--- config.mk ---
export PLATFORM = sky130hd
export DESIGN_NAME = i2cst_slave
export DESIGN_NICKNAME = d
export VERILOG_FILES = /design/src/verilog/i2cst_pkg.sv /design/src/verilog/i2cst_slave.sv
export SDC_FILE = /design/constraint.sdc
export NUM_CORES = 1
export LEC_CHECK = 0
export ABC_AREA = 1
export BUFFER_PORTS_ARGS = -buffer_cell sky130_fd_sc_hd__buf_2
export CORE_MARGIN = 4
export CORE_UTILIZATION = 40
export CTS_CLUSTER_SIZE = 12
export DETAILED_ROUTE_END_ITERATION = 10
export SLEW_MARGIN = 20
export SYNTH_ARGS = -nofsm -noshare
export SYNTH_HDL_FRONTEND = slang
export SYNTH_SLANG_ARGS = --single-unit
--- constraint.sdc ---
create_clock -name aclk -period 3.71 [get_ports aclk]
set_input_delay 0.371 -clock aclk [delete_from_list [all_inputs] [get_ports aclk]]
set_output_delay 0.371 -clock aclk [all_outputs]
set_load 0.01 [all_outputs]
--- src/verilog/i2cst_pkg.sv ---
// package: register map, fields, states and timing of the i2c slave
package i2cst_pkg;
    // clock and time-out timing
    localparam int CLK_HZ = 250_000_000;
    localparam int SUB_HZ = 32_000;
    localparam int SUB_CYCLES = CLK_HZ / SUB_HZ; // system cycles per sub clock
    localparam int TO_PRESCALE = 32; // sub clocks per time-out tick
    localparam int TO_SEL_W = 6;
    // register byte offsets and indices
    localparam int AXI_AW = 8;
    localparam logic [7:0] OFS_DATA = 8'h00;
    localparam logic [7:0] OFS_ADDR = 8'h04;
    localparam logic [7:0] OFS_ENDB = 8'h08;
    localparam logic [7:0] OFS_STAT = 8'h0c;
    localparam logic [7:0] OFS_TOC = 8'h10;
    localparam logic [2:0] IDX_DATA = 3'h0;
    localparam logic [2:0] IDX_ADDR = 3'h1;
    localparam logic [2:0] IDX_ENDB = 3'h2;
    localparam logic [2:0] IDX_STAT = 3'h3;
    localparam logic [2:0] IDX_TOC = 3'h4;
    localparam logic [2:0] IDX_NONE = 3'h7;
    // reset values
    localparam logic [7:0] RST_DATA = 8'h00;
    localparam logic [6:0] RST_ADDR = 7'h00;
    localparam logic [7:0] RST_STAT = 8'h81;
    localparam logic [TO_SEL_W-1:0] RST_TO_SEL = 6'h00;
    // field positions
    localparam int ENDB_EN = 1;
    localparam int ENDB_DEB = 2;
    localparam int ST_DONE = 7;
    localparam int ST_MATCH = 6;
    localparam int ST_BUSY = 5;
    localparam int ST_TXDIR = 4;
    localparam int ST_ACKS = 3;
    localparam int ST_RW = 2;
    localparam int ST_WAKE = 1;
    localparam int ST_RXACK = 0;
    localparam int TOC_EN = 7;
    localparam int TOC_FLAG = 6;
    // debounce lengths in system cycles
    localparam logic [2:0] DEB_NONE = 3'h0;
    localparam logic [2:0] DEB_SHORT = 3'h2;
    localparam logic [2:0] DEB_LONG = 3'h4;
    localparam logic [3:0] BITS_PER_BYTE = 4'h8;
    localparam logic [1:0] RESP_OKAY = 2'h0;
    localparam logic [1:0] RESP_DECERR = 2'h3;
    typedef enum logic [3:0] {
        ST_IDLE, ST_ADDR, ST_AACK, ST_HOLD, ST_RX, ST_RACK, ST_TX, ST_TACK, ST_WAIT
    } i2cst_state_type;
    typedef struct packed {
        logic scl;
        logic sda;
    } i2cst_pin_in_type;
    typedef struct packed {
        logic scl_o;
        logic scl_oe;
        logic sda_o;
        logic sda_oe;
    } i2cst_pin_out_type;
endpackage

--- src/verilog/i2cst_slave.sv ---
// The implementer's own choices: the AXI4-Lite slave port and the placing of the registers.
`timescale 1ns/1ps
// i2c slave protocol engine with bus time-out and axi4-lite registers
// Contract
// - start is sda falling while scl high; it sets the busy flag.
// - only the master makes a start; the slave never drives one.
// - shift in 7-bit address after start, compare with own, interrupt on match.
// - the eighth bit after start is stored as the read request flag.
// - on match drive ack low on ninth clock and set match flag.
// - one interrupt from match, byte done or time-out; flags tell them apart.
// - after match hold scl low until data written (tx) or read (rx).
// - direction select bit chooses transmitter or receiver per read request flag.
// - data bytes are 8 bits, msb first, only after address ack.
// - receiver acks each byte; slave puts ack_to_send on ninth clock.
// - transmitter without ack releases sda and waits for stop.
// - bytes pass through the single data buffer register.
// - time-out counter starts on start plus match; scl fall clears it.
// - time-out when time since last scl fall exceeds programmed period.
// - time-out counting stops when a stop is seen.
// - on overflow counter stops, enable clears, flag sets, interrupt raised.
// - time-out resets bus logic and status register; other registers keep values.
// - time-out flag set only by hardware, cleared only by writing zero.
// - period is (select plus one) times 32 sub clocks.
// - stop clears the busy flag.
// - done flag low during a byte, set with interrupt at its end.
// - own address in bits 7 to 1; bit 0 reads zero.
module i2cst_slave #(
    parameter int SUB_CYCLES = i2cst_pkg::SUB_CYCLES // system cycles per sub clock
) (
    input wire logic aclk, // system clock
    input wire logic aresetn, // sync reset, low active
    input wire logic [i2cst_pkg::AXI_AW-1:0] awaddr, // write address
    input wire logic awvalid, // write address valid
    output logic awready, // write address ready
    input wire logic [31:0] wdata, // write data
    input wire logic [3:0] wstrb, // byte enables
    input wire logic wvalid, // write data valid
    output logic wready, // write data ready
    output logic [1:0] bresp, // write response
    output logic bvalid, // write response valid
    input wire logic bready, // write response ready
    input wire logic [i2cst_pkg::AXI_AW-1:0] araddr, // read address
    input wire logic arvalid, // read address valid
    output logic arready, // read address ready
    output logic [31:0] rdata, // read data
    output logic [1:0] rresp, // read response
    output logic rvalid, // read data valid
    input wire logic rready, // read data ready
    input wire i2cst_pkg::i2cst_pin_in_type pin_i, // bus line levels
    output i2cst_pkg::i2cst_pin_out_type pin_o, // bus line drives
    output logic bus_irq // one-cycle interrupt pulse
);
    import i2cst_pkg::*;

    localparam int SUB_W = $clog2(SUB_CYCLES);

    if (SUB_CYCLES < 2) begin : g_bad_param
        $error("sub clock divider must be at least 2");
    end

    // register decode, shared by read and write
    function automatic logic [2:0] reg_idx(input logic [AXI_AW-1:0] a);
        case (a)
            OFS_DATA: reg_idx = IDX_DATA;
            OFS_ADDR: reg_idx = IDX_ADDR;
            OFS_ENDB: reg_idx = IDX_ENDB;
            OFS_STAT: reg_idx = IDX_STAT;
            OFS_TOC: reg_idx = IDX_TOC;
            default: reg_idx = IDX_NONE;
        endcase
    endfunction

    logic aw_hold_q, w_hold_q, bvalid_q, rvalid_q, strb_q;
    logic [AXI_AW-1:0] awaddr_q;
    logic [7:0] wdata_q, rdata_q, rd_mux;
    logic [1:0] bresp_q, rresp_q;
    logic [2:0] widx, ridx;
    logic wr_go, rd_go, wr_data, wr_addr, wr_endb, wr_stat, wr_toc, rd_data;
    logic [7:0] data_q;
    logic [6:0] own_q;
    logic [1:0] deb_q;
    logic en_q, tx_dir_q, ack_send_q, wake_q;
    logic done_q, match_q, busy_q, rw_q, rxack_q;
    logic to_en_q, to_flag_q;
    logic [TO_SEL_W-1:0] to_sel_q, to_cnt_q;
    logic [SUB_W-1:0] sub_cnt_q;
    logic [4:0] pre_cnt_q;
    logic to_act_q, to_tick, to_ovf;
    logic [1:0] raw, filt_q;
    logic [2:0] deb_cnt_q [2];
    logic [2:0] deb_len;
    logic scl_f, sda_f, scl_p_q, sda_p_q;
    logic scl_rise, scl_fall, start_det, stop_det;
    i2cst_state_type st_q;
    logic [3:0] bit_q;
    logic [7:0] sh_q, load_byte;
    logic sda_oe_q, scl_oe_q, irq_q;
    logic byte_end, addr_done, match_now, rx_done, tx_done, rel, kill;

    // axi handshakes and write strobes
    assign awready = ~aw_hold_q;
    assign wready = ~w_hold_q;
    assign arready = ~rvalid_q;
    assign bvalid = bvalid_q;
    assign bresp = bresp_q;
    assign rvalid = rvalid_q;
    assign rresp = rresp_q;
    assign rdata = {24'h000000, rdata_q};
    assign wr_go = aw_hold_q & w_hold_q & ~bvalid_q;
    assign rd_go = arvalid & ~rvalid_q;
    assign widx = reg_idx(awaddr_q);
    assign ridx = reg_idx(araddr);
    assign wr_data = wr_go & strb_q & (widx == IDX_DATA);
    assign wr_addr = wr_go & strb_q & (widx == IDX_ADDR);
    assign wr_endb = wr_go & strb_q & (widx == IDX_ENDB);
    assign wr_stat = wr_go & strb_q & (widx == IDX_STAT);
    assign wr_toc = wr_go & strb_q & (widx == IDX_TOC);
    assign rd_data = rd_go & (ridx == IDX_DATA);

    // read data selection
    always_comb begin
        case (ridx)
            IDX_DATA: rd_mux = data_q;
            IDX_ADDR: rd_mux = {own_q, 1'b0};
            IDX_ENDB: rd_mux = {4'h0, deb_q, en_q, 1'b0};
            IDX_STAT: rd_mux = {done_q, match_q, busy_q, tx_dir_q, ack_send_q, rw_q, wake_q, rxack_q};
            IDX_TOC: rd_mux = {to_en_q, to_flag_q, to_sel_q};
            default: rd_mux = 8'h00;
        endcase
    end

    // axi write channel capture and response
    always_ff @(posedge aclk) begin
        if (!aresetn) begin
            aw_hold_q <= 1'b0;
            w_hold_q <= 1'b0;
            bvalid_q <= 1'b0;
            bresp_q <= RESP_OKAY;
            awaddr_q <= '0;
            wdata_q <= 8'h00;
            strb_q <= 1'b0;
        end else begin
            if (awvalid && !aw_hold_q) begin
                aw_hold_q <= 1'b1;
                awaddr_q <= awaddr;
            end
            if (wvalid && !w_hold_q) begin
                w_hold_q <= 1'b1;
                wdata_q <= wdata[7:0];
                strb_q <= wstrb[0];
            end
            if (wr_go) begin
                aw_hold_q <= 1'b0;
                w_hold_q <= 1'b0;
                bvalid_q <= 1'b1;
                bresp_q <= (widx == IDX_NONE) ? RESP_DECERR : RESP_OKAY;
            end else if (bready) begin
                bvalid_q <= 1'b0;
            end
        end
    end

    // axi read channel
    always_ff @(posedge aclk) begin
        if (!aresetn) begin
            rvalid_q <= 1'b0;
            rdata_q <= 8'h00;
            rresp_q <= RESP_OKAY;
        end else if (rd_go) begin
            rvalid_q <= 1'b1;
            rdata_q <= rd_mux;
            rresp_q <= (ridx == IDX_NONE) ? RESP_DECERR : RESP_OKAY;
        end else if (rready) begin
            rvalid_q <= 1'b0;
        end
    end

    // line debounce: a change must persist deb_len cycles
    assign raw = {pin_i.scl, pin_i.sda};
    assign deb_len = deb_q[1] ? DEB_LONG : (deb_q[0] ? DEB_SHORT : DEB_NONE);
    always_ff @(posedge aclk) begin
        for (int i = 0; i < 2; i++) begin
            if (!aresetn) begin
                filt_q[i] <= 1'b1;
                deb_cnt_q[i] <= 3'h0;
            end else if (raw[i] == filt_q[i]) begin
                deb_cnt_q[i] <= 3'h0;
            end else if (deb_cnt_q[i] + 3'h1 >= deb_len) begin
                filt_q[i] <= raw[i];
                deb_cnt_q[i] <= 3'h0;
            end else begin
                deb_cnt_q[i] <= deb_cnt_q[i] + 3'h1;
            end
        end
    end

    // previous line levels for edge detection
    always_ff @(posedge aclk) begin
        if (!aresetn) begin
            scl_p_q <= 1'b1;
            sda_p_q <= 1'b1;
        end else begin
            scl_p_q <= scl_f;
            sda_p_q <= sda_f;
        end
    end

    // bus events
    assign scl_f = filt_q[1];
    assign sda_f = filt_q[0];
    assign scl_rise = scl_f & ~scl_p_q;
    assign scl_fall = ~scl_f & scl_p_q;
    assign start_det = scl_f & scl_p_q & sda_p_q & ~sda_f;
    assign stop_det = scl_f & scl_p_q & ~sda_p_q & sda_f;
    assign byte_end = scl_fall & (bit_q == BITS_PER_BYTE);
    assign addr_done = (st_q == ST_ADDR) & byte_end;
    assign match_now = addr_done & (sh_q[7:1] == own_q);
    assign rx_done = (st_q == ST_RX) & byte_end;
    assign tx_done = (st_q == ST_TX) & byte_end;
    assign rel = (st_q == ST_HOLD) & (tx_dir_q ? wr_data : rd_data);
    assign load_byte = wdata_q;
    assign kill = ~aresetn | to_ovf | ~en_q;

    // protocol state machine and line drives
    always_ff @(posedge aclk) begin
        if (kill) begin
            st_q <= ST_IDLE;
            bit_q <= 4'h0;
            sh_q <= 8'h00;
            sda_oe_q <= 1'b0;
            scl_oe_q <= 1'b0;
        end else if (start_det) begin
            st_q <= ST_ADDR;
            bit_q <= 4'h0;
            sda_oe_q <= 1'b0;
            scl_oe_q <= 1'b0;
        end else if (stop_det) begin
            st_q <= ST_IDLE;
            sda_oe_q <= 1'b0;
            scl_oe_q <= 1'b0;
        end else begin
            case (st_q)
                ST_ADDR, ST_RX: begin
                    if (scl_rise) begin
                        sh_q <= {sh_q[6:0], sda_f};
                        bit_q <= bit_q + 4'h1;
                    end
                    if (match_now) begin
                        st_q <= ST_AACK;
                        sda_oe_q <= 1'b1;
                    end else if (addr_done) begin
                        st_q <= ST_WAIT;
                    end else if (rx_done) begin
                        st_q <= ST_RACK;
                        sda_oe_q <= ~ack_send_q;
                    end
                end
                ST_AACK, ST_RACK: begin
                    if (scl_fall) begin
                        sda_oe_q <= 1'b0;
                        scl_oe_q <= 1'b1;
                        st_q <= ST_HOLD;
                    end
                end
                ST_HOLD: begin
                    if (rel) begin
                        scl_oe_q <= 1'b0;
                        bit_q <= 4'h0;
                        if (tx_dir_q) begin
                            sh_q <= load_byte;
                            sda_oe_q <= ~load_byte[7];
                            st_q <= ST_TX;
                        end else begin
                            st_q <= ST_RX;
                        end
                    end
                end
                ST_TX: begin
                    if (scl_rise) begin
                        bit_q <= bit_q + 4'h1;
                    end
                    if (tx_done) begin
                        sda_oe_q <= 1'b0;
                        st_q <= ST_TACK;
                    end else if (scl_fall) begin
                        sda_oe_q <= ~sh_q[6];
                        sh_q <= {sh_q[6:0], 1'b0};
                    end
                end
                ST_TACK: begin
                    if (scl_fall && rxack_q) begin
                        st_q <= ST_WAIT;
                    end else if (scl_fall) begin
                        scl_oe_q <= 1'b1;
                        st_q <= ST_HOLD;
                    end
                end
                ST_IDLE, ST_WAIT: begin
                    sda_oe_q <= 1'b0;
                end
                default: st_q <= ST_IDLE;
            endcase
        end
    end

    // registers kept across a time-out
    always_ff @(posedge aclk) begin
        if (!aresetn) begin
            data_q <= RST_DATA;
            own_q <= RST_ADDR;
            deb_q <= 2'h0;
            en_q <= 1'b0;
        end else begin
            if (rx_done) begin
                data_q <= sh_q;
            end else if (wr_data) begin
                data_q <= wdata_q;
            end
            if (wr_addr) begin
                own_q <= wdata_q[7:1];
            end
            if (wr_endb) begin
                deb_q <= wdata_q[ENDB_DEB+1:ENDB_DEB];
                en_q <= wdata_q[ENDB_EN];
            end
        end
    end

    // status and control: control bits and flags
    always_ff @(posedge aclk) begin
        if (!aresetn || to_ovf) begin
            {done_q, match_q, busy_q, tx_dir_q} <= RST_STAT[7:4];
            {ack_send_q, rw_q, wake_q, rxack_q} <= RST_STAT[3:0];
        end else begin
            if (wr_stat) begin
                tx_dir_q <= wdata_q[ST_TXDIR];
                ack_send_q <= wdata_q[ST_ACKS];
                wake_q <= wdata_q[ST_WAKE];
            end
            if (!en_q) begin
                {done_q, match_q, busy_q} <= RST_STAT[7:5];
                rw_q <= RST_STAT[ST_RW];
                rxack_q <= RST_STAT[ST_RXACK];
            end else begin
                if (start_det) begin
                    busy_q <= 1'b1;
                    match_q <= 1'b0;
                end else if (stop_det) begin
                    busy_q <= 1'b0;
                end
                if (match_now || rx_done || tx_done) begin
                    done_q <= 1'b1;
                end else if (start_det || rel) begin
                    done_q <= 1'b0;
                end
                if (match_now) begin
                    match_q <= 1'b1;
                    rw_q <= sh_q[0];
                end
                if (st_q == ST_TACK && scl_rise) begin
                    rxack_q <= sda_f;
                end
            end
        end
    end

    // single interrupt pulse from three causes
    always_ff @(posedge aclk) begin
        if (!aresetn) begin
            irq_q <= 1'b0;
        end else begin
            irq_q <= match_now | rx_done | tx_done | to_ovf;
        end
    end

    // time-out tick: 32 sub clocks, restarted at every scl fall
    assign to_tick = (sub_cnt_q == SUB_W'(SUB_CYCLES - 1)) & (pre_cnt_q == 5'(TO_PRESCALE - 1));
    assign to_ovf = to_tick & to_act_q & to_en_q & ~scl_fall & (to_cnt_q == to_sel_q);
    always_ff @(posedge aclk) begin
        if (!aresetn || scl_fall || match_now || !to_act_q) begin
            sub_cnt_q <= '0;
            pre_cnt_q <= 5'h00;
        end else if (sub_cnt_q == SUB_W'(SUB_CYCLES - 1)) begin
            sub_cnt_q <= '0;
            pre_cnt_q <= (pre_cnt_q == 5'(TO_PRESCALE - 1)) ? 5'h00 : pre_cnt_q + 5'h01;
        end else begin
            sub_cnt_q <= sub_cnt_q + SUB_W'(1);
        end
    end

    // time-out activity and period counter
    always_ff @(posedge aclk) begin
        if (!aresetn || to_ovf || stop_det || !en_q) begin
            to_act_q <= 1'b0;
            to_cnt_q <= '0;
        end else begin
            if (match_now) begin
                to_act_q <= 1'b1;
            end
            if (scl_fall || match_now || !to_en_q) begin
                to_cnt_q <= '0;
            end else if (to_tick && to_act_q) begin
                to_cnt_q <= to_cnt_q + TO_SEL_W'(1);
            end
        end
    end

    // time-out control register; hardware set wins over clear
    always_ff @(posedge aclk) begin
        if (!aresetn) begin
            to_en_q <= 1'b0;
            to_flag_q <= 1'b0;
            to_sel_q <= RST_TO_SEL;
        end else begin
            if (wr_toc) begin
                to_en_q <= wdata_q[TOC_EN];
                to_sel_q <= wdata_q[TO_SEL_W-1:0];
            end
            if (to_ovf) begin
                to_en_q <= 1'b0;
                to_flag_q <= 1'b1;
            end else if (wr_toc && !wdata_q[TOC_FLAG]) begin
                to_flag_q <= 1'b0;
            end
        end
    end

    // pin drives: open drain, only pull low
    assign pin_o.scl_o = 1'b0;
    assign pin_o.sda_o = 1'b0;
    assign pin_o.scl_oe = scl_oe_q;
    assign pin_o.sda_oe = sda_oe_q;
    assign bus_irq = irq_q;
endmodule

==> metrics.log, run 1 <==
INFO  metric synth_cell_types = 46
INFO  metric cts_setup_buffers = 0
INFO  metric setup_viol = 0
INFO  metric worst_hold_path_type = primary input to flip-flop
INFO  metric asyncSetResetFlopFracSynth = 0
INFO  metric finalNetCount = between 1000 and 1500
INFO  metric hold-worst-slack = 0.173 ns
INFO  metric max_fanout_on_critical_path = 13
INFO  metric postLayoutCoreUtil = 0.474
INFO  metric clk_path_buf_depth = 2
INFO  metric pwr-share-comb = 0.057
INFO  metric report.final.hold_viol_count = 0
INFO  metric final.fill_count = 1626
INFO  metric final_tns_setup = 0 ns
INFO  metric layout_commonest_cell = sky130_fd_sc_hd__nand2_1
INFO  metric finalCriticalPeriod = 2.17 ns
INFO  metric clock_transition_time_at_the_flip_flop_clock_pins_of_the_worst_setup_and_hold_paths = 0.05 ns
INFO  metric power.sequential.fraction = 0.412
INFO  metric synth_simple_gate_area_share = 0.300
INFO  metric cp_data_required_time = about 4.0 ns
INFO  metric post_synth_main_area_contributors = sky130_fd_sc_hd__dfxtp_1 (35%), sky130_fd_sc_hd__nand2_1 (10%), sky130_fd_sc_hd__inv_1 (5.9%)
INFO  metric ctsRootBufferMaster = sky130_fd_sc_hd__clkbuf_16
INFO  metric synth_top_family_by_area = simple AND/OR/NAND/NOR gates
INFO  metric post_route_wl = 15.8 mm
INFO  metric globalRouteTotalUtil = 0.179
INFO  metric synth_sequential_area_ratio = 0.382
INFO  metric crit_path_arrival_time = 2.49 ns
INFO  metric synth_seq_cells = between 100 and 150
INFO  metric detail_route.first_pass.iterations = 5
INFO  metric finalPower = 3240 uW
INFO  metric share_of_the_clock_period_used_by_the_worst_path_after_layout = 0.584
INFO  metric synth-adder-area-share = 0.0235
INFO  metric cap_violations = 0
INFO  metric critical_path_endpoint_category = flip-flop
INFO  metric power-per-cell-area = 444 nW/um2
INFO  metric most-common-layout-cells = sky130_fd_sc_hd__nand2_1 (178), sky130_fd_sc_hd__dfxtp_1 (113), sky130_fd_sc_hd__inv_1 (100), sky130_fd_sc_hd__nor2_1 (82)
INFO  metric post_cts_resize_count = 0
INFO  metric muxShareOfSynthArea = 0
INFO  metric routed-via-count = 5668
INFO  metric compound_cell_area_share_of_the_yosys_netlist = 0.148
INFO  metric tightestPinTransition = 0.827 ns
INFO  metric grt_remaining_overflow = 0
INFO  metric synth_flop_cell = sky130_fd_sc_hd__dfxtp_1
INFO  metric cp_slowest_cell = sky130_fd_sc_hd__inv_1
INFO  metric synth_warn = 0
INFO  metric fraction_of_layout_cells_with_a_size_suffix_above_1 = 0.159
INFO  metric grt_pass1_wl = 26.0 mm
INFO  metric worst-setup-path-type = flip-flop to flip-flop
INFO  metric post_cts_hold_buffer_count = 0
INFO  metric post_drt_wl_per_cell = 13.6 um
INFO  metric netlist_area = 6390 um2
INFO  metric ir_worst_vdd = 0.334 mV
INFO  metric place.port_buffers = 53
INFO  metric slew_viol_final = 0
INFO  metric detailed_place_hpwl = 11.8 mm
INFO  metric number_of_global_route_vias_before_repair = 5128
INFO  metric clock_skew = slightly below 0.009 ns
INFO  metric maxSlewHeadroom = 0.445
INFO  metric synthXorXnorAreaFrac = 0.0206
INFO  metric clock_network_fraction_of_design_power = 0.531
INFO  metric drt.antenna.violating_nets = 0
INFO  metric crit_path_cells = inv_1 > nand2_1 > inv_1 > nand3_2 > nand3_2 > nand2_1 > nor2_1 > nand2_1 > nand2_1 > nor2_1
INFO  metric cell_repeated_most_along_the_worst_path = sky130_fd_sc_hd__nand2_1
INFO  metric netlist.area_leader.share = 0.354
INFO  metric regToRegSetupSlack = 1.54 ns
INFO  metric total_drc_errors_in_the_routed_layout = 0
INFO  metric clock_insertion_delay_worst_skew = 0.42 ns
INFO  metric timing.critical_path.slowest_cell_delay = 0.36 ns
INFO  metric synth-edff-count = 6
INFO  metric total_switching_power = 725 uW
INFO  metric cts_max_level = 4
INFO  metric netlist.top_cell.by_area = sky130_fd_sc_hd__dfxtp_1
INFO  metric worst_slack = between 1.5 and 2 ns
INFO  metric fp.coreArea = between 15000 and 20000 um2
INFO  metric grt_antenna_before_repair = 0
INFO  metric syn-mean-instance-area = 7.18 um2
INFO  metric dr.first_iter.drc_count = 512
INFO  metric vias_per_cell = 4.86
INFO  metric initial_core_util = 0.414
INFO  metric crit_path_start_kind = flip-flop
INFO  metric status = finished clean
INFO  metric syn_to_final_growth = 14.5%
INFO  metric gp_congestion = 0.902
INFO  metric grt_setup_unrepaired = false
INFO  metric fmax = 461 MHz
INFO  metric total_cts_buffers = 17
INFO  metric die-height = 134 um
INFO  metric dieArea = 18100 um2
INFO  metric floorplan.io_pins = 107
INFO  metric p_int = 2520 uW
INFO  metric dieWidth = 134 um
INFO  metric pre_cts_setup_slack = 1.50 ns
INFO  metric cts_tree = yes
INFO  metric floorplan.rows = 45
INFO  metric antenna_cells_inserted = 0
INFO  metric netlist_instances = 890
INFO  metric largest_net_degree_at_the_start_of_global_routing = 49
INFO  metric cts_num_sinks = between 100 and 150
INFO  metric switching_share = 0.223
INFO  metric total_leakage_power = 0.00307 uW
synthesized netlist by cell type (7+ instances only):
library cell	number
sky130_fd_sc_hd__nor2_1	82
sky130_fd_sc_hd__o21ai_0	72
sky130_fd_sc_hd__inv_2	17
sky130_fd_sc_hd__clkbuf_1	10
sky130_fd_sc_hd__a21oi_1	72
sky130_fd_sc_hd__nor2_2	8
sky130_fd_sc_hd__buf_4	34
sky130_fd_sc_hd__nand2_1	178
sky130_fd_sc_hd__nand3_1	48
sky130_fd_sc_hd__xor2_1	9
sky130_fd_sc_hd__inv_1	100
sky130_fd_sc_hd__nor3_1	19
sky130_fd_sc_hd__nand2_2	9
sky130_fd_sc_hd__dfxtp_1	113
sky130_fd_sc_hd__nand3_2	7
sky130_fd_sc_hd__a31oi_1	10
sky130_fd_sc_hd__nand4_1	19
sky130_fd_sc_hd__ha_1	12
critical path: cells and delay by family (launching register included):
kind          cells  cell delay [ns]
simple gates      8             1.30
buf+inv           2             0.44
flops             1             0.30
sequential cells by signal (all words and copies together), names as in the netlist, 2 cells and up:
register	cells
rdata_q	8
deb_cnt_q	6
awaddr_q	8
to_cnt_q	6
bit_q	4
sub_cnt_q	13
st_q	4
own_q	7
load_byte	8
pre_cnt_q	5
sh_q	8
filt_q	2
deb_q	2
to_sel_q	6
data_q	8
through the flow:
step | area [um2] | std cells
3_5_place_dp | 6700 | 1136
5_1_grt | 7310 | 1167
4_1_cts | 7310 | 1167
3_3_place_gp | 6700 | 1136
6_report | 7310 | 1167
2_1_floorplan | 6500 | 920
metal layers:
layer  vias to the layer above  routed length [um]  track usage  part of all wire
met1                      2525                8160        0.265              0.52
li1                       2969                   -            -                 -
met3                        28                 754       0.0401             0.048
met4                         0                 300       0.0639             0.019
met2                       146                6620        0.255              0.42
met5                         -                   0            0                 0
final timing paths:
| check | from | endpoint | depth (start not counted) |
|---|---|---|---|
| min | awaddr[5] | awaddr_q[5]$_SDFFE_PN0P_ | 3 |
| min reg2reg | awaddr_q[6]$_SDFFE_PN0P_ | awaddr_q[6]$_SDFFE_PN0P_ | 2 |
| max | rvalid$_SDFFE_PN0P_ | sh_q[0]$_SDFFE_PP0P_ | 10 |
| max reg2reg | rvalid$_SDFFE_PN0P_ | sh_q[0]$_SDFFE_PP0P_ | 10 |
cell families (layout without fill, tap and decap cells):
| kind of cell | Yosys count | count (layout) |
|---|---|---|
| and+or+nand+nor | 397 | 397 |
| AOI/OAI and AO/OA | 176 | 176 |
| buffers and inverters | 169 | 205 |
| DFF | 119 | 119 |
| xor gates and xnor gates | 15 | 15 |
| adders and majority gates | 12 | 12 |
| other | 2 | 32 |
cell type report:
cell class                 count  area, um2  share of cell area
multi-input combinational    632       3270               0.446
clock inverter                 9        149              0.0204
clock buffer                  22        464              0.0635
timing repair buffer          54        273              0.0373
tap                          211        264              0.0361
inverter                     120        457              0.0624
sequential                   119       2440               0.334
power groups by stage:
stage / Combinational (uW) / Sequential (uW) / Clock, uW
detailed placement: 182 / 1360 / 0
finish: 184 / 1340 / 1720
floorplan: 146 / 1360 / 0
global placement: 180 / 1360 / 0
CTS: 183 / 1340 / 1760
global route: 209 / 1340 / 1820
Note: power is estimated with default switching activity, not from simulation.
==> run 2, diff against run 1 <==
==> constraint.sdc (replaced) <==
create_clock -name aclk -period 2.25 [get_ports aclk]
set_input_delay 0.225 -clock aclk [delete_from_list [all_inputs] [get_ports aclk]]
set_output_delay 0.225 -clock aclk [all_outputs]
set_load 0.01 [all_outputs]
==> metrics.log, run 2 (same netlist as run 1, synthesis figures left out) <==
INFO  metric cts_max_level = 4
INFO  metric status = finished clean
INFO  metric cp_data_required_time = 2.61 ns
INFO  metric cts_tree = yes
INFO  metric initial_core_util = 0.414
INFO  metric grt_antenna_before_repair = 0
INFO  metric post_layout_nonfiller_instances = 1180
INFO  metric finalPower = ~5600 uW
INFO  metric fraction_of_layout_cells_with_a_size_suffix_above_1 = 0.173
INFO  metric crit_path_cells = ha_1 > nand2_1 > nor2_1 > ha_1 > inv_1 > nor3_4 > nand2_4 > nand3_4 > inv_4 > nand3_2 > nor2_1
INFO  metric cts_num_sinks = 119
INFO  metric total_cts_buffers = 17
INFO  metric fmax = 528 MHz
INFO  metric placed_cells = 1148
INFO  metric syn_to_final_growth = 16.9%
INFO  metric maxSlewHeadroom = 0.581
INFO  metric clock_skew = 0.00748 ns
INFO  metric post_route_wl = 16.0 mm
INFO  metric antenna_cells_inserted = 0
INFO  metric power-per-cell-area = 750 nW/um2
INFO  metric crit_path_arrival_time = 2.26 ns
INFO  metric die-height = 134 um
INFO  metric max_fanout_on_critical_path = 13
INFO  metric final.fill_count = 1597
INFO  metric critical-path-top-delay-family = simple AND/OR/NAND/NOR gates
INFO  metric clock_insertion_delay_worst_skew = 0.43 ns
INFO  metric drt.antenna.violating_nets = 0
INFO  metric timing.critical_path.slowest_cell_delay = 0.33 ns
INFO  metric crit_path_start_kind = flip-flop
INFO  metric most-common-layout-cells = sky130_fd_sc_hd__nand2_1 (178), sky130_fd_sc_hd__dfxtp_1 (113), sky130_fd_sc_hd__inv_1 (100), sky130_fd_sc_hd__nor2_1 (82)
INFO  metric registers.top_by_ff_count = sub_cnt_q
INFO  metric detail_route.first_pass.iterations = 7
INFO  metric vias_per_cell = 4.84
INFO  metric grt_pass1_wl = 26.6 mm
INFO  metric tightestPinTransition = 0.624 ns
INFO  metric largest_net_degree_at_the_start_of_global_routing = 47
INFO  metric globalRouteTotalUtil = 0.185
INFO  metric fp.coreArea = 15400 um2
INFO  metric layout_commonest_cell = sky130_fd_sc_hd__nand2_1
INFO  metric ir_worst_vdd = 0.522 mV
INFO  metric finalCriticalPeriod = 1.89 ns
INFO  metric cp_slowest_cell = sky130_fd_sc_hd__dfxtp_1
INFO  metric number_of_global_route_vias_before_repair = 5259
INFO  metric total_drc_errors_in_the_routed_layout = 0
INFO  metric worst_hold_path_type = primary input to flip-flop
INFO  metric post_cts_resize_count = 0
INFO  metric detailed_place_hpwl = 12.0 mm
INFO  metric worst-setup-path-type = flip-flop to flip-flop
INFO  metric floorplan.rows = 45
INFO  metric grt_remaining_overflow = 0
INFO  metric final_tns_setup = 0 ns
INFO  metric gp_congestion = 0.901
INFO  metric regToRegSetupSlack = 0.36 ns
INFO  metric cap_violations = 0
INFO  metric ctsRootBufferMaster = sky130_fd_sc_hd__clkbuf_16
INFO  metric post_cts_hold_buffer_count = 0
INFO  metric dr.first_iter.drc_count = 440
INFO  metric share_of_the_clock_period_used_by_the_worst_path_after_layout = 0.841
INFO  metric cts_setup_buffers = 0
INFO  metric clk_path_buf_depth = 2
INFO  metric setup_viol = 0
INFO  metric place.port_buffers = 53
INFO  metric floorplan.io_pins = 107
INFO  metric hold-worst-slack = ~0.016 ns
INFO  metric total_leakage_power = between 0.003 and 0.004 uW
INFO  metric clock_transition_time_at_the_flip_flop_clock_pins_of_the_worst_setup_and_hold_paths = 0.06 ns
INFO  metric path_buf_inv = 2
INFO  metric post_drt_wl_per_cell = 13.6 um
INFO  metric slew_viol_final = 0
INFO  metric grt_setup_unrepaired = false
INFO  metric largest_reg_flops = 13
INFO  metric critical_path_endpoint_category = flip-flop
INFO  metric dieWidth = ~130 um
INFO  metric finalNetCount = about 1000
INFO  metric routed-via-count = 5712
INFO  metric report.final.hold_viol_count = 0
INFO  metric dieArea = 18100 um2
==> run 2: cell count changes in the layout (fill, tap and decap cells not counted), sizes merged <==
cell      change
buf          +12
clkinvlp      +3
clkbuf        -2
clkinv        -2
inv           +2
==> run 2: per-layer routing <==
layer  global-route usage  wire length (um)  up-vias
met3               0.0563              1020       21
li1                     -                 -     2983
met5                    0                 0        -
met4               0.0492               259        0
met1                0.261              7920     2543
met2                0.273              6810      165
==> run 2: metrics by stage <==
step	area, um2	utilization	setup WS (ns)
5_1_grt	7470	0.484	0.154
3_5_place_dp	6790	0.440	0.352
2_1_floorplan	6500	-	0.503
4_1_cts	7470	0.484	0.340
6_report	7470	0.484	0.357
3_3_place_gp	6790	0.440	0.342
==> run 2: power by group <==
part	internal [uW]	leakage, uW	switching (uW)
clock	2030	0.000320	1050
combinational	95.1	0.00185	220
sequential	2170	0.000978	33.2
total	4290	0.00315	1310
==> run 2: worst register-to-register path, delay by kind of cell (launching register included) <==
| kind | cells | cell delay (ns) |
|---|---|---|
| DFF | 1 | 0.33 |
| adders and majority gates | 2 | 0.38 |
| and+or+nand+nor | 7 | 0.77 |
| buffers and inverters | 2 | 0.35 |
==> run 2: final cells by class <==
class	instances	area [um2]	share of cell area
clock buffers	20	489	0.0655
clock inverters	12	186	0.0250
inverters	120	457	0.0612
multi-input cells	632	3270	0.437
flip-flops and latches	119	2440	0.327
well taps	211	264	0.0354
repair buffers	66	363	0.0486
==> run 2: path summary, 6_finish.rpt <==
kind                            cells past startpoint                        to                      start
worst min register to register                      2  awaddr_q[7]$_SDFFE_PN0P_   awaddr_q[7]$_SDFFE_PN0P_
worst max-delay path                               11  to_cnt_q[4]$_SDFFE_PP0N_  pre_cnt_q[0]$_SDFFE_PP0N_
worst max register to register                     11  to_cnt_q[4]$_SDFFE_PP0N_  pre_cnt_q[0]$_SDFFE_PP0N_
worst min-delay path                                3  awaddr_q[0]$_SDFFE_PN0P_                  awaddr[0]
==> run 3, diff against run 2 <==
==> constraint.sdc (replaced) <==
create_clock -name aclk -period 1.5 [get_ports aclk]
set_input_delay 0.15 -clock aclk [delete_from_list [all_inputs] [get_ports aclk]]
set_output_delay 0.15 -clock aclk [all_outputs]
set_load 0.01 [all_outputs]
==> metrics.log, run 3 (same netlist as run 1, synthesis figures left out) <==
INFO  metric status = finished, violations left
INFO  metric violations_in_the_final_reports = negative setup slack
INFO  metric fmax = about 570 MHz
INFO  metric final_tns_setup = -7.73 ns
INFO  metric postLayoutCellArea = just under 10000 um2
INFO  metric vias_per_cell = between 4 and 5
INFO  metric timing.critical_path.slowest_cell_delay = 0.36 ns
INFO  metric gp_congestion = roughly 0.89
INFO  metric detail_route.first_pass.iterations = 4
INFO  metric ctsRootBufferMaster = sky130_fd_sc_hd__clkbuf_16
INFO  metric floorplan.io_pins = 107
INFO  metric drt.antenna.violating_nets = 0
INFO  metric setup_viol = 62
INFO  metric clock_transition_time_at_the_flip_flop_clock_pins_of_the_worst_setup_and_hold_paths = 0.06 ns
INFO  metric share_of_the_clock_period_used_by_the_worst_path_after_layout = 1.18
INFO  metric p_int = 5880 uW
INFO  metric clk_path_buf_depth = 2
INFO  metric crit_path_arrival_time = 2.02 ns
INFO  metric die-height = roughly 130 um
INFO  metric pwr-share-comb = 0.099
INFO  metric grt_setup_unrepaired = true
INFO  metric worst-setup-path-type = flip-flop to flip-flop
INFO  metric largest_reg_flops = 13
INFO  metric cp_slowest_cell = sky130_fd_sc_hd__edfxtp_1
INFO  metric globalRouteTotalUtil = 0.204
INFO  metric grt_pass1_wl = 29.8 mm
INFO  metric critical-path-top-delay-family = simple AND/OR/NAND/NOR gates
INFO  metric finalNetCount = 1211
INFO  metric slew_viol_final = 0
INFO  metric syn_to_final_growth = 52.6%
INFO  metric largest_net_degree_at_the_start_of_global_routing = 26
INFO  metric total_cts_buffers = 17
INFO  metric dieWidth = 134 um
INFO  metric crit_path_start_kind = flip-flop
INFO  metric cp_data_required_time = between 1.5 and 2 ns
INFO  metric fraction_of_layout_cells_with_a_size_suffix_above_1 = 0.426
INFO  metric routed-via-count = 6549
INFO  metric worst_hold_path_type = primary input to flip-flop
INFO  metric hold-path-cell-count = 3
INFO  metric worst-r2r-cell-count = 10
INFO  metric cts_num_sinks = around 120
INFO  metric ir_worst_vdd = approximately 0.84 mV
INFO  metric grt_antenna_before_repair = 0
INFO  metric final.fill_count = about 1400
INFO  metric initial_core_util = 0.414
INFO  metric critical_path_endpoint_category = flip-flop
INFO  metric registers.top_by_ff_count = sub_cnt_q
INFO  metric total_leakage_power = 0.00413 uW
INFO  metric clock_network_fraction_of_design_power = 0.479
INFO  metric detailed_place_hpwl = 13.1 mm
INFO  metric grt_remaining_overflow = 0
INFO  metric path_buf_inv = 2
INFO  metric switching_share = 0.248
INFO  metric antenna_cells_inserted = 0
INFO  metric crit-reg2reg-launch = deb_cnt_q[1][0]$_SDFFCE_PN0P_
INFO  metric cap_violations = 0
INFO  metric worstHoldStart = wdata[2]
INFO  metric clock_insertion_delay_worst_skew = 0.41 ns
INFO  metric regToRegSetupSlack = -0.26 ns
INFO  metric clock_skew = 0.00836 ns
INFO  metric total_switching_power = 1950 uW
INFO  metric finalCriticalPeriod = 1.76 ns
INFO  metric multi_input_comb_area = a little over 4000 um2
INFO  metric crit_path_cells = ha_2 > inv_2 > or2_4 > nand2_4 > ha_4 > inv_2 > o21ai_2 > a31oi_1 > nand2_1 > a21oi_1
INFO  metric post_drt_wl_per_cell = 13.7 um
INFO  metric total_drc_errors_in_the_routed_layout = 0
INFO  metric cts_max_level = 4
INFO  metric post_route_wl = 18.7 mm
INFO  metric max_fanout_on_critical_path = 3
INFO  metric report.final.hold_viol_count = 0
INFO  metric cts_tree = yes
INFO  metric critical_path_depth = 10
INFO  metric floorplan.rows = 45
INFO  metric number_of_global_route_vias_before_repair = 6205
INFO  metric power.sequential.fraction = 0.421
INFO  metric cell_repeated_most_along_the_worst_path = sky130_fd_sc_hd__inv_2
INFO  metric layout_commonest_cell = sky130_fd_sc_hd__buf_4
INFO  metric postPlaceCellArea = between 7000 and 8000 um2
INFO  metric r2r_endpoint = deb_cnt_q[1][2]$_SDFFCE_PN0P_
INFO  metric power-per-cell-area = 803 nW/um2
INFO  metric worst_slack = -0.263 ns
INFO  metric most-common-layout-cells = sky130_fd_sc_hd__buf_4 (152), sky130_fd_sc_hd__nand2_1 (143), sky130_fd_sc_hd__dfxtp_1 (98), sky130_fd_sc_hd__inv_1 (87), sky130_fd_sc_hd__nor2_1 (66)
INFO  metric seqCellArea = 2470 um2
INFO  metric hold_path_end = load_byte[2]$_SDFFE_PN0P_
INFO  metric dr.first_iter.drc_count = 415
INFO  metric place.port_buffers = between 50 and 60
INFO  metric fp.coreArea = 15400 um2
INFO  metric dieArea = between 15000 and 20000 um2
[run 3: worst max path at each step]
stage                                    endpoint  slack [ns]                          start
floorplan                    sh_q[1]$_SDFFE_PP0P_       -0.23        sub_cnt_q[1]$_SDFF_PP0_
global placement           filt_q[1]$_SDFFE_PN1N_       -0.23  deb_cnt_q[1][0]$_SDFFCE_PN0P_
detailed placement  deb_cnt_q[1][2]$_SDFFCE_PN0P_       -0.31  deb_cnt_q[1][0]$_SDFFCE_PN0P_
CTS                 deb_cnt_q[1][2]$_SDFFCE_PN0P_       -0.27  deb_cnt_q[1][0]$_SDFFCE_PN0P_
global route        deb_cnt_q[1][2]$_SDFFCE_PN0P_       -0.37  deb_cnt_q[1][0]$_SDFFCE_PN0P_
finish              deb_cnt_q[1][2]$_SDFFCE_PN0P_       -0.26  deb_cnt_q[1][0]$_SDFFCE_PN0P_
[run 3: stage by stage]
stage / cells / utilization / total power [uW] / hold slack [ns] / setup WS (ns)
floorplan: 920 / - / 3720 / 0.279 / -0.230
global placement: 1298 / 0.518 / 3950 / 0.369 / -0.226
detailed placement: 1298 / 0.518 / 3960 / 0.380 / -0.311
global route: 1361 / 0.632 / 8160 / 0.00865 / -0.372
CTS: 1355 / 0.597 / 7820 / 0.00488 / -0.272
finish: 1361 / 0.632 / 7830 / 0.0212 / -0.263
[run 3: worst register-to-register path, stage by stage, from the launching register on]
cell and delay [ns]:
sky130_fd_sc_hd__edfxtp_1 0.36, sky130_fd_sc_hd__ha_2 0.18, sky130_fd_sc_hd__inv_2 0.04, sky130_fd_sc_hd__or2_4 0.24
sky130_fd_sc_hd__nand2_4 0.06, sky130_fd_sc_hd__ha_4 0.20, sky130_fd_sc_hd__inv_2 0.05, sky130_fd_sc_hd__o21ai_2 0.04
sky130_fd_sc_hd__a31oi_1 0.18, sky130_fd_sc_hd__nand2_1 0.13, sky130_fd_sc_hd__a21oi_1 0.14
[run 3: layer usage]
metal / vias to the layer above / part of all wire / GRT usage
met3: 31 / 0.036 / 0.0435
li1: 3372 / - / -
met5: - / 0 / 0
met4: 0 / 0.018 / 0.0650
met2: 119 / 0.49 / 0.329
met1: 3027 / 0.46 / 0.275
[run 3: cell type report]
cell class	count	share of cell area
clock buffers	21	0.0495
clock inverters	10	0.00706
inverters	120	0.0491
multi-input cells	633	0.414
flip-flops and latches	119	0.253
well taps	211	0.0271
repair buffers	246	0.199
repair inverters	1	0.00115
[run 3: what timing repair did]
item                                   CTS  global route
pin swaps                               36            35
cloned                                   5             0
setup endpoints to repair               68            84
endpoints found under the hold margin    9             0
gates resized for setup                123           146
setup buffers                           14            14
hold buffers                             9             0
[run 3: power groups by stage]
stage | Combinational [uW] | Sequential [uW] | Clock, uW
floorplan | 363 | 3360 | 0
global placement | 595 | 3360 | 0
detailed placement | 599 | 3360 | 0
CTS | 688 | 3300 | 3830
global route | 852 | 3300 | 4000
finish | 778 | 3300 | 3750
